<file path="src/rtl/itsr_map.vh">
// Constants for the interval timer serial target and its registers
`ifndef ITSR_MAP_VH
`define ITSR_MAP_VH

// ----------------------------------------------------------------------------
// Bus address and command codes
// ----------------------------------------------------------------------------
`define ITSR_TARGET_ADDR   7'h32
`define ITSR_CLEAR_CODE    3'h2
`define ITSR_FILL_BYTE     8'hff

// ----------------------------------------------------------------------------
// Setting register layout and reset values
// ----------------------------------------------------------------------------
`define ITSR_FSEL_W        10
`define ITSR_FSEL_RESET    10'h000
`define ITSR_CLR_RESET     3'h7
`define ITSR_PTR_BIT       7
`define ITSR_FSEL_HI_BIT   7
`define ITSR_FSEL_LO_BIT   5

// ----------------------------------------------------------------------------
// Timing: oscillator and system clock
// ----------------------------------------------------------------------------
`define ITSR_OSC_HZ        32768
`define ITSR_SYS_HZ        100000000
`define ITSR_COUNT_MAX     24'hffffff

`endif

</file>
<file path="src/rtl/itsr_tap_gen.v">
// Frequency tap divider and periodic output combiner
`timescale 1ns/1ns
`default_nettype none
`include "itsr_map.vh"

module itsr_tap_gen #(
  parameter integer TICK_DIV  = 48828,
  parameter         OPEN_DRAIN = 1'b0
) (
  input  wire                    clk_sys_i,
  input  wire                    nrst_i,
  input  wire                    div_clear_i,
  input  wire [`ITSR_FSEL_W-1:0] fsel_i,
  input  wire                    out_enable_i,
  output reg                     periodic_o,
  output wire                    sec_tick_o
);

  // --------------------------------------------------------------------------
  // Prescaler: 2.048 kHz step from the system clock
  // --------------------------------------------------------------------------
  reg [15:0] pre_cnt;
  reg [10:0] div_cnt;
  wire       pre_hit = (pre_cnt == TICK_DIV[15:0] - 16'h0001);

  // Divider restarts on a setting write, which may stretch one second
  always @(posedge clk_sys_i or negedge nrst_i) begin
    if (!nrst_i) begin
      pre_cnt <= 16'h0000;
      div_cnt <= 11'h000;
    end else if (div_clear_i) begin
      pre_cnt <= 16'h0000;
      div_cnt <= 11'h000;
    end else if (pre_hit) begin
      pre_cnt <= 16'h0000;
      div_cnt <= div_cnt + 11'h001;
    end else begin
      pre_cnt <= pre_cnt + 16'h0001;
    end
  end

  assign sec_tick_o = pre_hit && (div_cnt == 11'h7ff);

  // Taps: bit k of fsel is 2^k Hz, square wave from divider bit 10-k
  reg [`ITSR_FSEL_W-1:0] taps;
  reg                    mix;
  integer                k;
  always @* begin
    taps = {`ITSR_FSEL_W{1'b0}};
    for (k = 0; k < `ITSR_FSEL_W; k = k + 1)
      taps[k] = div_cnt[10-k];
    mix = (fsel_i != {`ITSR_FSEL_W{1'b0}}) && (&(taps | ~fsel_i));
  end

  // Open-drain style inverts the mix; disabled or empty fsel parks the pin
  always @(posedge clk_sys_i or negedge nrst_i) begin
    if (!nrst_i)
      periodic_o <= OPEN_DRAIN;
    else if (!out_enable_i)
      periodic_o <= ~OPEN_DRAIN;
    else
      periodic_o <= OPEN_DRAIN ? ~mix : mix;
  end

endmodule // itsr_tap_gen
`default_nettype wire

</file>
<file path="src/rtl/itsr_target.v">
// Two-wire target interface, setting register and seconds timer
`timescale 1ns/1ns
`default_nettype none
`include "itsr_map.vh"

// Contract
// - Elapsed count is 24-bit binary, readable, never writable over the bus.
// - Upper 10 setting bits enable taps; open-drain variant NANDs them.
// - Push-pull variant ANDs the enabled taps, 1 Hz to 512 Hz.
// - Clear code 0,1,0 in bits 2..0 zeroes and restarts the timer.
// - Clear leaves the frequency-select bits as written.
// - Other codes only update frequency bits; timer keeps running.
// - Bits 6..1 of first byte and 5..3 of third byte ignored.
// - Setting read valid only with enable pin high, else count bytes.
// - Data falling while clock high is a start; begin new access.
// - Data rising while clock high is a stop; return to standby.
// - Data changes only while clock low; else start or stop aborts.
// - Device drives acknowledge low for the whole ninth clock.
// - First byte is 7-bit address plus direction; answer only 0110010.
// - Direction zero writes setting; one reads setting or count.
// - Reads MSB first; master acks all but last byte, then stops.
// - Repeated start takes a new address without standby.
// - Count read returns three bytes, most significant first.
// - Bytes beyond the register length read as all ones.
// - Second byte and top two bits of third load frequency select.
// - Timer counts once per second and saturates at all ones.
// - Pointer bit 7 of first write byte; stop resets to count.
module itsr_target #(
  parameter integer TICK_DIV   = (`ITSR_SYS_HZ / `ITSR_OSC_HZ) * 16,
  parameter         OPEN_DRAIN = 1'b0
) (
  input  wire        clk_sys_i,
  input  wire        nrst_i,
  input  wire        scl_i,
  input  wire        sda_i,
  output wire        sda_o,
  output wire        sda_oe_o,
  input  wire        output_enable_pin_i,
  output wire        periodic_o,
  output wire [23:0] elapsed_seconds_count_o
);

  // --------------------------------------------------------------------------
  // States of the byte engine
  // --------------------------------------------------------------------------
  localparam [2:0] ST_IDLE = 3'h0;  // Standby, waiting for start
  localparam [2:0] ST_ADDR = 3'h1;  // Shifting in address byte
  localparam [2:0] ST_WDAT = 3'h2;  // Shifting in write data
  localparam [2:0] ST_RDAT = 3'h3;  // Shifting out read data
  localparam [2:0] ST_ACK  = 3'h4;  // Driving acknowledge
  localparam [2:0] ST_MACK = 3'h5;  // Sampling master acknowledge
  localparam [2:0] ST_SKIP = 3'h6;  // Not addressed, wait for start

  // --------------------------------------------------------------------------
  // Pin synchronisers
  // --------------------------------------------------------------------------
  reg [1:0] scl_sync;
  reg [1:0] sda_sync;
  reg       scl_d;
  reg       sda_d;

  // Two sync flops per bus pin plus a delay flop; the second stage and its delayed copy feed logic
  always @(posedge clk_sys_i or negedge nrst_i) begin
    if (!nrst_i) begin
      scl_sync <= 2'h3;
      sda_sync <= 2'h3;
      scl_d    <= 1'b1;
      sda_d    <= 1'b1;
    end else begin
      scl_sync <= {scl_sync[0], scl_i};
      sda_sync <= {sda_sync[0], sda_i};
      scl_d    <= scl_sync[1];
      sda_d    <= sda_sync[1];
    end
  end

  reg [1:0] en_sync;
  always @(posedge clk_sys_i or negedge nrst_i) begin
    if (!nrst_i)
      en_sync <= 2'h0;
    else
      en_sync <= {en_sync[0], output_enable_pin_i};
  end

  wire scl_s    = scl_sync[1];
  wire sda_s    = sda_sync[1];
  wire enable_s = en_sync[1];
  wire scl_rise = scl_s && !scl_d;
  wire scl_fall = !scl_s && scl_d;
  wire start_c  = scl_s && scl_d && sda_d && !sda_s;
  wire stop_c   = scl_s && scl_d && !sda_d && sda_s;

  // --------------------------------------------------------------------------
  // Registers
  // --------------------------------------------------------------------------
  reg [2:0]              state;
  reg [2:0]              bit_cnt;
  reg [7:0]              shreg;
  reg [2:0]              byte_idx;
  reg                    is_read;
  reg                    ptr_count;  // 1: count register, 0: setting
  reg                    sda_low;
  reg [`ITSR_FSEL_W-1:0] fsel;
  reg [2:0]              clr_code;
  reg [7:0]              fsel_hi;    // Held until the third byte arrives
  reg                    clr_pulse;
  reg                    set_write;
  reg [23:0]             count;
  reg [7:0]              snap_mid;
  reg [7:0]              snap_lo;
  reg [2:0]              ack_next;
  reg                    got_bit;    // A rise was seen since the byte began

  wire sec_tick;

  // Byte offered on a read; the lower two count bytes are snapshot at the address byte
  function [7:0] rd_byte;
    input [2:0]  idx;
    input        use_count;
    input [23:0] cnt;
    input [7:0]  mid;
    input [7:0]  lo;
    input [9:0]  fs;
    input [2:0]  cc;
    begin
      if (use_count) begin
        case (idx)
          3'h0:    rd_byte = cnt[23:16];
          3'h1:    rd_byte = mid;
          3'h2:    rd_byte = lo;
          default: rd_byte = `ITSR_FILL_BYTE;
        endcase
      end else begin
        case (idx)
          3'h0:    rd_byte = fs[9:2];
          3'h1:    rd_byte = {fs[1:0], 3'h0, cc};
          default: rd_byte = `ITSR_FILL_BYTE;
        endcase
      end
    end
  endfunction

  // Setting read needs enable high; else the count is returned
  wire read_count = ptr_count || !enable_s;

  // Byte to be offered next, decoded once for load and first bit
  wire [7:0] next_rd = rd_byte(byte_idx, read_count, count, snap_mid,
                               snap_lo, fsel, clr_code);

  // --------------------------------------------------------------------------
  // Byte engine
  // --------------------------------------------------------------------------
  always @(posedge clk_sys_i or negedge nrst_i) begin
    if (!nrst_i) begin
      state     <= ST_IDLE;
      bit_cnt   <= 3'h0;
      shreg     <= 8'h00;
      byte_idx  <= 3'h0;
      is_read   <= 1'b0;
      ptr_count <= 1'b1;
      sda_low   <= 1'b0;
      fsel      <= `ITSR_FSEL_RESET;
      clr_code  <= `ITSR_CLR_RESET;
      fsel_hi   <= 8'h00;
      clr_pulse <= 1'b0;
      set_write <= 1'b0;
      snap_mid  <= 8'h00;
      snap_lo   <= 8'h00;
      ack_next  <= ST_IDLE;
      got_bit   <= 1'b0;
    end else begin
      clr_pulse <= 1'b0;
      set_write <= 1'b0;
      if (stop_c) begin
        state     <= ST_IDLE;
        sda_low   <= 1'b0;
        ptr_count <= 1'b1;
      end else if (start_c) begin
        state   <= ST_ADDR;
        bit_cnt <= 3'h0;
        sda_low <= 1'b0;
        got_bit <= 1'b0;
      end else begin
        case (state)
          ST_ADDR, ST_WDAT: begin
            if (scl_rise) begin
              shreg   <= {shreg[6:0], sda_s};
              bit_cnt <= bit_cnt + 3'h1;
              got_bit <= 1'b1;
            end
            // Eighth fall ends the byte; the fall right after a start
            // has no bits behind it and must not end a byte
            if (scl_fall && bit_cnt == 3'h0 && got_bit) begin
              got_bit <= 1'b0;
              if (state == ST_ADDR) begin
                if (shreg[7:1] == `ITSR_TARGET_ADDR) begin
                  is_read  <= shreg[0];
                  byte_idx <= 3'h0;
                  sda_low  <= 1'b1;
                  state    <= ST_ACK;
                  ack_next <= shreg[0] ? ST_RDAT : ST_WDAT;
                  if (shreg[0]) begin
                    snap_mid <= count[15:8];
                    snap_lo  <= count[7:0];
                  end
                end else begin
                  state <= ST_SKIP;
                end
              end else begin
                // Write bytes: pointer, setting high, setting low
                case (byte_idx)
                  3'h0: ptr_count <= shreg[`ITSR_PTR_BIT];
                  3'h1: fsel_hi <= shreg;
                  3'h2: begin
                    fsel <= {fsel_hi,
                      shreg[`ITSR_FSEL_HI_BIT:`ITSR_FSEL_LO_BIT+1]};
                    clr_code  <= shreg[2:0];
                    set_write <= 1'b1;
                    clr_pulse <= (shreg[2:0] == `ITSR_CLEAR_CODE);
                  end
                  default: ;
                endcase
                byte_idx <= (byte_idx == 3'h6) ? byte_idx : byte_idx + 3'h1;
                sda_low  <= 1'b1;
                state    <= ST_ACK;
                ack_next <= ST_WDAT;
              end
            end
          end
          ST_ACK: begin
            // Hold low through the ninth clock; on its fall release, or drive the first read bit
            if (scl_fall) begin
              if (ack_next == ST_RDAT) begin
                shreg   <= next_rd;
                sda_low <= ~next_rd[7];
              end else begin
                sda_low <= 1'b0;
              end
              bit_cnt <= 3'h0;
              state   <= ack_next;
            end
          end
          ST_RDAT: begin
            // Shift out MSB first, changing only while clock is low
            if (scl_fall) begin
              if (bit_cnt == 3'h7) begin
                sda_low <= 1'b0;
                state   <= ST_MACK;
              end else begin
                shreg   <= {shreg[6:0], 1'b1};
                sda_low <= ~shreg[6];
              end
              bit_cnt <= bit_cnt + 3'h1;
            end
          end
          ST_MACK: begin
            // Master ack continues, no-ack waits for stop
            if (scl_rise) begin
              if (!sda_s) begin
                byte_idx <= (byte_idx == 3'h6) ? byte_idx : byte_idx + 3'h1;
                state    <= ST_ACK;
                ack_next <= ST_RDAT;
              end else begin
                state <= ST_SKIP;
              end
            end
          end
          default: ;
        endcase
      end
    end
  end

  assign sda_o    = 1'b0;
  assign sda_oe_o = sda_low;

  // --------------------------------------------------------------------------
  // Seconds timer
  // --------------------------------------------------------------------------
  // Saturating count; clear restarts from zero
  always @(posedge clk_sys_i or negedge nrst_i) begin
    if (!nrst_i)
      count <= 24'h000000;
    else if (clr_pulse)
      count <= 24'h000000;
    else if (sec_tick && count != `ITSR_COUNT_MAX)
      count <= count + 24'h000001;
  end

  assign elapsed_seconds_count_o = count;

  itsr_tap_gen #(
    .TICK_DIV   (TICK_DIV),
    .OPEN_DRAIN (OPEN_DRAIN)
  ) u_taps (
    .clk_sys_i    (clk_sys_i),
    .nrst_i       (nrst_i),
    .div_clear_i  (set_write),
    .fsel_i       (fsel),
    .out_enable_i (enable_s),
    .periodic_o   (periodic_o),
    .sec_tick_o   (sec_tick)
  );

endmodule // itsr_target
`default_nettype wire

</file>
<file path="config.mk">
export PLATFORM = sky130hd
export DESIGN_NAME = itsr_target
export DESIGN_NICKNAME = d
export VERILOG_FILES = /design/src/rtl/itsr_tap_gen.v /design/src/rtl/itsr_target.v
export VERILOG_INCLUDE_DIRS = /design/src /design/src/rtl
export SDC_FILE = /design/constraint.sdc
export NUM_CORES = 1
export LEC_CHECK = 0
export ABC_AREA = 1
export ABC_CLOCK_PERIOD_IN_PS = 2280
export BUFFER_PORTS_ARGS = -buffer_cell sky130_fd_sc_hd__clkbuf_2
export CAP_MARGIN = 25
export CORE_MARGIN = 1.5
export CORE_UTILIZATION = 25
export CTS_BUF_LIST = sky130_fd_sc_hd__clkbuf_8
export DETAILED_ROUTE_END_ITERATION = 16
export HOLD_SLACK_MARGIN = 0.06
export PLACE_DENSITY_LB_ADDON = 0.05
export SYNTH_ARGS = -nofsm -noshare
export SYNTH_HDL_FRONTEND = slang
export SYNTH_SLANG_ARGS = --single-unit
</file>
<file path="constraint.sdc">
create_clock -name clk_sys_i -period 2.28 [get_ports clk_sys_i]
set_input_delay 0.342 -clock clk_sys_i [delete_from_list [all_inputs] [get_ports clk_sys_i]]
set_output_delay 0.342 -clock clk_sys_i [all_outputs]
set_load 0.02 [all_outputs]
</file>
== Word level (Yosys, flattened, before mapping) ==
Index checks and enable logic that the tools add are counted.
Storage, ports and cells
  register bits: 122
  input bits: 5
Cells by class
  add/sub/neg operators: 5
  equality and inequality tests: 35
  mux-type cells: 78
  bitwise gates (word level): 7
  reduce and logical (&&, ||, !) cells: 45
Operator list (number)
  $mux 3: 23
  $mux 24: 2
  $mux 8: 6
  $pmux 8 s3: 2
  $mux 1: 33
  $mux 16: 2
  $add 24x1->24 const B: 1
  $ne 24x24->1 const B: 1
  $mux 11: 2
  $ne 4x4->1 const B: 5
  $ne 2x2->1 const B: 9
  $reduce_and 6->1: 3
  $add 16x1->16 const B: 1
  $eq 16x16->1 const B: 1
  $pmux 8 s2: 1
  $eq 3x2->1 const B: 5
  $reduce_and 5->1: 3
  $reduce_and 7->1: 2
  $reduce_bool 2->1: 7
  $eq 3x3->1 const B: 4
  $logic_and 1x1->1: 12
  $ne 3x3->1 const B: 4
  $pmux 3 s2: 2
  $pmux 3 s4: 1
  other kinds (25): 38

== Depth between registers and ports, before layout ==
  depth after elaboration: 9
  depth in mapped cells: 13
  mapped depth without buffers: 13

== By module ==
A second synthesis with hierarchy kept.
Unflattened totals
  cell total of the unflattened synthesis: 950
  area, all modules: 7080.5 µm²
Modules (own cells, without submodules)
  itsr_target: instances 1, cells an instance 704, area an instance 5261.3 µm²
  itsr_tap_gen: instances 1, cells an instance 246, area an instance 1819.2 µm²

== Least setup slack after synthesis ==
No wires, ideal clock.
  path type: reg2reg
  start point: register count[0] (netlist: elapsed_seconds_count_o[0])
  end point: register count[22] (netlist: elapsed_seconds_count_o[22])
  arrival time: 1.690 ns
  data required time: 2.162 ns
  slack: 0.471 ns
  cell stages (with the launch flop): 12
  path buffers: 1
  period minus slack after synthesis: 1.809 ns
  cell sequence: dfrtp_1 > ha_1 > nand2_1 > inv_1 > nand2_1 > nor2_2 > nand2_1 > nor2_1 > nor2_4 > buf_6 > nand4_1 > nand2_1
On the way
  longest elaborated chain between the ends: 3
  elaborated cells between the ends (all ways): 6
  those cells by class: add/sub (1); eq/ne (1); mux (2); reduce/logical (2)
Ends and longest elaborated chain
  from (decl): RTL line itsr_target.v:108  | reg [23:0] count;
  from (signal assigned): RTL line itsr_target.v:287  | count <= count + 24'h000001;
  $add 24x1->24 or $ne 24x24->1 (tied branches)
  $mux 24 or $logic_and 1x1->1 (tied branches)
  $mux 24 or $reduce_bool 2->1 (tied branches)
Parallel ways exist; a longest one is shown, timed or not. The select of a mux whose other input is x is not followed.
A chain may end at the register's enable or synchronous reset.

== Worst setup path after layout ==
  start point: register count[0] (netlist: elapsed_seconds_count_o[0])
  end point: register count[11] (netlist: elapsed_seconds_count_o[11])
The elaborated chain is that of the path after synthesis.

==> summary.txt <==
Worst setup path
  • Worst Setup Start Kind: register
  • Worst setup path category: reg2reg
  • Flop2flop setup slack: ~240 ps
  • WP data arrival: roughly 2400 ps
  • Crit path max fanout: 16
  • Data required time of the critical path: 2610 ps
  • Worst setup EP type: register

Floorplan
  • Core area: 27000 um2
  • Chip height: between 150 and 200 um
  • Die area: about 29000 um2
  • DIE WIDTH: 169 um
  • I/O pin count: 32
  • Initial Util: 0.255
  • Row count: 60

Global routing
  • First-pass GRT wire length: 35400 um
  • Pin count of the biggest net entering global routing: 54
  • GR Util All Layers: 0.160
  • Initial antenna violation count: 0
  • Global route overflow: 0
  • Number of global-route vias before repair: approximately 6.2k

Synth
  • Most numerous cell in the Yosys netlist: nand2_1
  • Mean Syn Cell Area: 7.25 um2
  • Post-Synthesis Cells: 949
  • Fraction of the mapped netlist area in adder cells: 0.0182
  • #FFs+latches synth: 121
  • Compound-gate portion of the synthesized area: 0.0662
  • Combinational family with the most area after synthesis: simple AND/OR/NAND/NOR gates
  • Sequential area share after synthesis: 0.442
  • Synth Area in XOR/XNOR: 0.0216
  • Main synth FF type: dfrtp_1
  • Synth Area in Simple Gates: 0.375
  • Yosys cell types: 41
  • Main area contributors after synthesis: dfrtp_1, nand2_1, nand3_1, nor2_1, inv_1
  • Post-synthesis mux area share: 0
  • Yosys top cell area share: 0.404
  • Yosys top cell by area: dfrtp_1
  • Synth Cell Area: ~7000 um2
  • Async SR Flop Fraction: 1.00
  • Commonest cells post-synth: nand2_1, dfrtp_1, nor2_1
  • Number of synthesized flops with an enable pin: 0
  • Post-synth net total: 964
  • Synth warnings: 0

Run status
  • Run status: complete, no violations

Power
  • Pwr Density: 875 nW/um2
  • Peak supply drop: just over 0.3 mV
  • NetSw: 2.65 mW
  • Pint: 4.46 mW
  • Combinational share of power: 0.301
  • Leakage: approximately 4 nW
  • Sw Share: 0.373
  • Clock Power Share: 0.319
  • Reg power frac: 0.381

Finish
  • Area of the multi-input gates: around 3300 um2
  • Total Nets Final: 1031
  • Ant. Diodes: 0
  • Area grow syn2layout: 18.1%
  • Layout cells sized above 1: 0.141
  • Reg area: between 3000 and 4000 um2
  • Fill cell total of the finished layout: 2985

Placement
  • # port buffers: 30
  • Gpl congestion: 0.798
  • Detailed Place HPWL: 15800 um
  • Setup Slack @ Placement: 184 ps

Timing
  • Clk_skew: 22.0 ps
  • RSZ-0062 raised after global routing: no
  • Final setup vio count: 0
  • Slew @ Worst Pin: around 540 ps
  • Fin crit share: 0.893
  • Final Hold Viols: 0
  • Post-route setup TNS: 0 ps
  • Slew margin rel.: 0.641
  • Fin crit period: around 2000 ps
  • FMAX: ~0.49 GHz
  • Setup slack after layout: 243 ps
  • Pins Over Slew Limit: 0

Clocking
  • CTS buffer count: 17
  • Setup Fix Bufs, Post-CTS: 0
  • Skew-Pair Late Insertion Delay: 440 ps
  • Clk buf depth: 2
  • Clock slew at reported path FFs: around 90 ps
  • Clock Root Buffer: clkbuf_8
  • CTS tree: yes
  • Max H-tree Level: 4
  • # clock sinks: 121

Drt
  • Met2 WL: between 9000 and 10000 um
  • Routed met1 length: 11100 um
  • Starting DRT DRC Count: about 330
  • Via count: 6092
  • Final ANT Viol Nets: 0
  • Drt first pass iters: 4
  • Drt via density: ~4.4
  • Top Layer Used: met4
  • Wire length on met3: 494 um
  • Routed WL per cell: between 15 and 20 um
  • DR DRC count: 0
  • Routed WL: 21300 um

Flow run
  • Max Cap Violations: 0

Min path
  • Type of the most critical hold path: reg2reg
## worst paths after layout
path                                                  from                     endpoint  depth (start not counted)
worst max-delay path            elapsed_seconds_count_o[0]  elapsed_seconds_count_o[11]                         10
worst min-delay path                           scl_sync[0]                  scl_sync[1]                          0
worst max register to register  elapsed_seconds_count_o[0]  elapsed_seconds_count_o[11]                         10
max in group asynchronous                           nrst_i                    ptr_count                          3
worst min register to register                 scl_sync[0]                  scl_sync[1]                          0
min in group asynchronous                           nrst_i           u_taps.pre_cnt[14]                          2
## critical path: stages (launching register included)
cell and delay [ps]:
dfrtp_1 460, ha_1 310, nand2_1 100, inv_1 90, nand2_1 60, nor2_2 170, nand4_1 170, nand2_4 220
nand2_2 180, nand2_1 120, nand2_1 50
## registers in the layout, indices dropped and copies added, names as in the netlist, 8 cells and up
register                 flops
fsel_hi                      8
u_taps.pre_cnt              16
u_taps.div_cnt              11
snap_mid                     8
shreg                        8
snap_lo                      8
elapsed_seconds_count_o     24
fsel                        10
## metrics by stage
| stage | cells | power, mW | utilization | hold WS, ps | area (um2) |
|---|---|---|---|---|---|
| final | 1370 | 7.11 | 0.302 | 359 | 8130 |
| after global placement | 1334 | 4.93 | 0.283 | 333 | 7630 |
| after detailed placement | 1334 | 4.91 | 0.283 | 346 | 7630 |
| after CTS | 1370 | 7.24 | 0.301 | 360 | 8120 |
| after global routing | 1370 | 7.70 | 0.302 | 368 | 8130 |
| after floorplan | 949 | 4.27 | - | 46.4 | 6880 |
## cells in the final DEF, fill, tap and decap left out, types with 16 or more instances in the layout
master	netlist	final
clkbuf_2	0	29
nand2_1	340	340
nor3_1	16	16
o21ai_0	43	43
nor2_1	102	102
a21oi_1	17	17
buf_4	3	31
inv_1	93	95
dfrtp_1	111	111
clkbuf_8	0	21
nand4_1	24	24
nand3_1	82	82
## routing by layer
layer,vias to the layer above,GRT usage
met3,6,0.0290
met1,2871,0.234
met5,-,0
met2,65,0.244
li1,3150,-
met4,0,0.0330
## power by group through the flow
stage	Combinational, mW	Sequential, mW	Clock (mW)
2_1_floorplan	1.60	2.67	0
3_3_place_gp	2.17	2.75	0
3_5_place_dp	2.16	2.75	0
4_1_cts	2.18	2.71	2.36
5_1_grt	2.49	2.75	2.45
6_report	2.14	2.71	2.27
## cells by family (layout without fill, tap and decap cells)
kind of cell / after synthesis / count (layout)
AO/OA/AOI/OAI: 83 / 83
XOR/XNOR: 17 / 17
adder cells (fa/ha/maj): 10 / 10
buffers and inverters: 121 / 201
flip-flops: 121 / 121
other: 1 / 1
AND/OR/NAND/NOR: 596 / 596
## timing repair
action	4_1_cts	5_1_grt
resized for setup	0	1
endpoints found under the hold margin	50	0
hold buffers	4	0
endpoints found under the setup margin	0	17
## area by class of cell
cell class,count,area share
Tap cell,341,0.0525
Timing Repair Buffer,69,0.0626
Clock inverter,11,0.0206
Inverter,100,0.0463
Sequential cell,121,0.374
Multi-Input combinational cell,707,0.408
Clock buffer,21,0.0356
(Power assumes the default switching activity.)
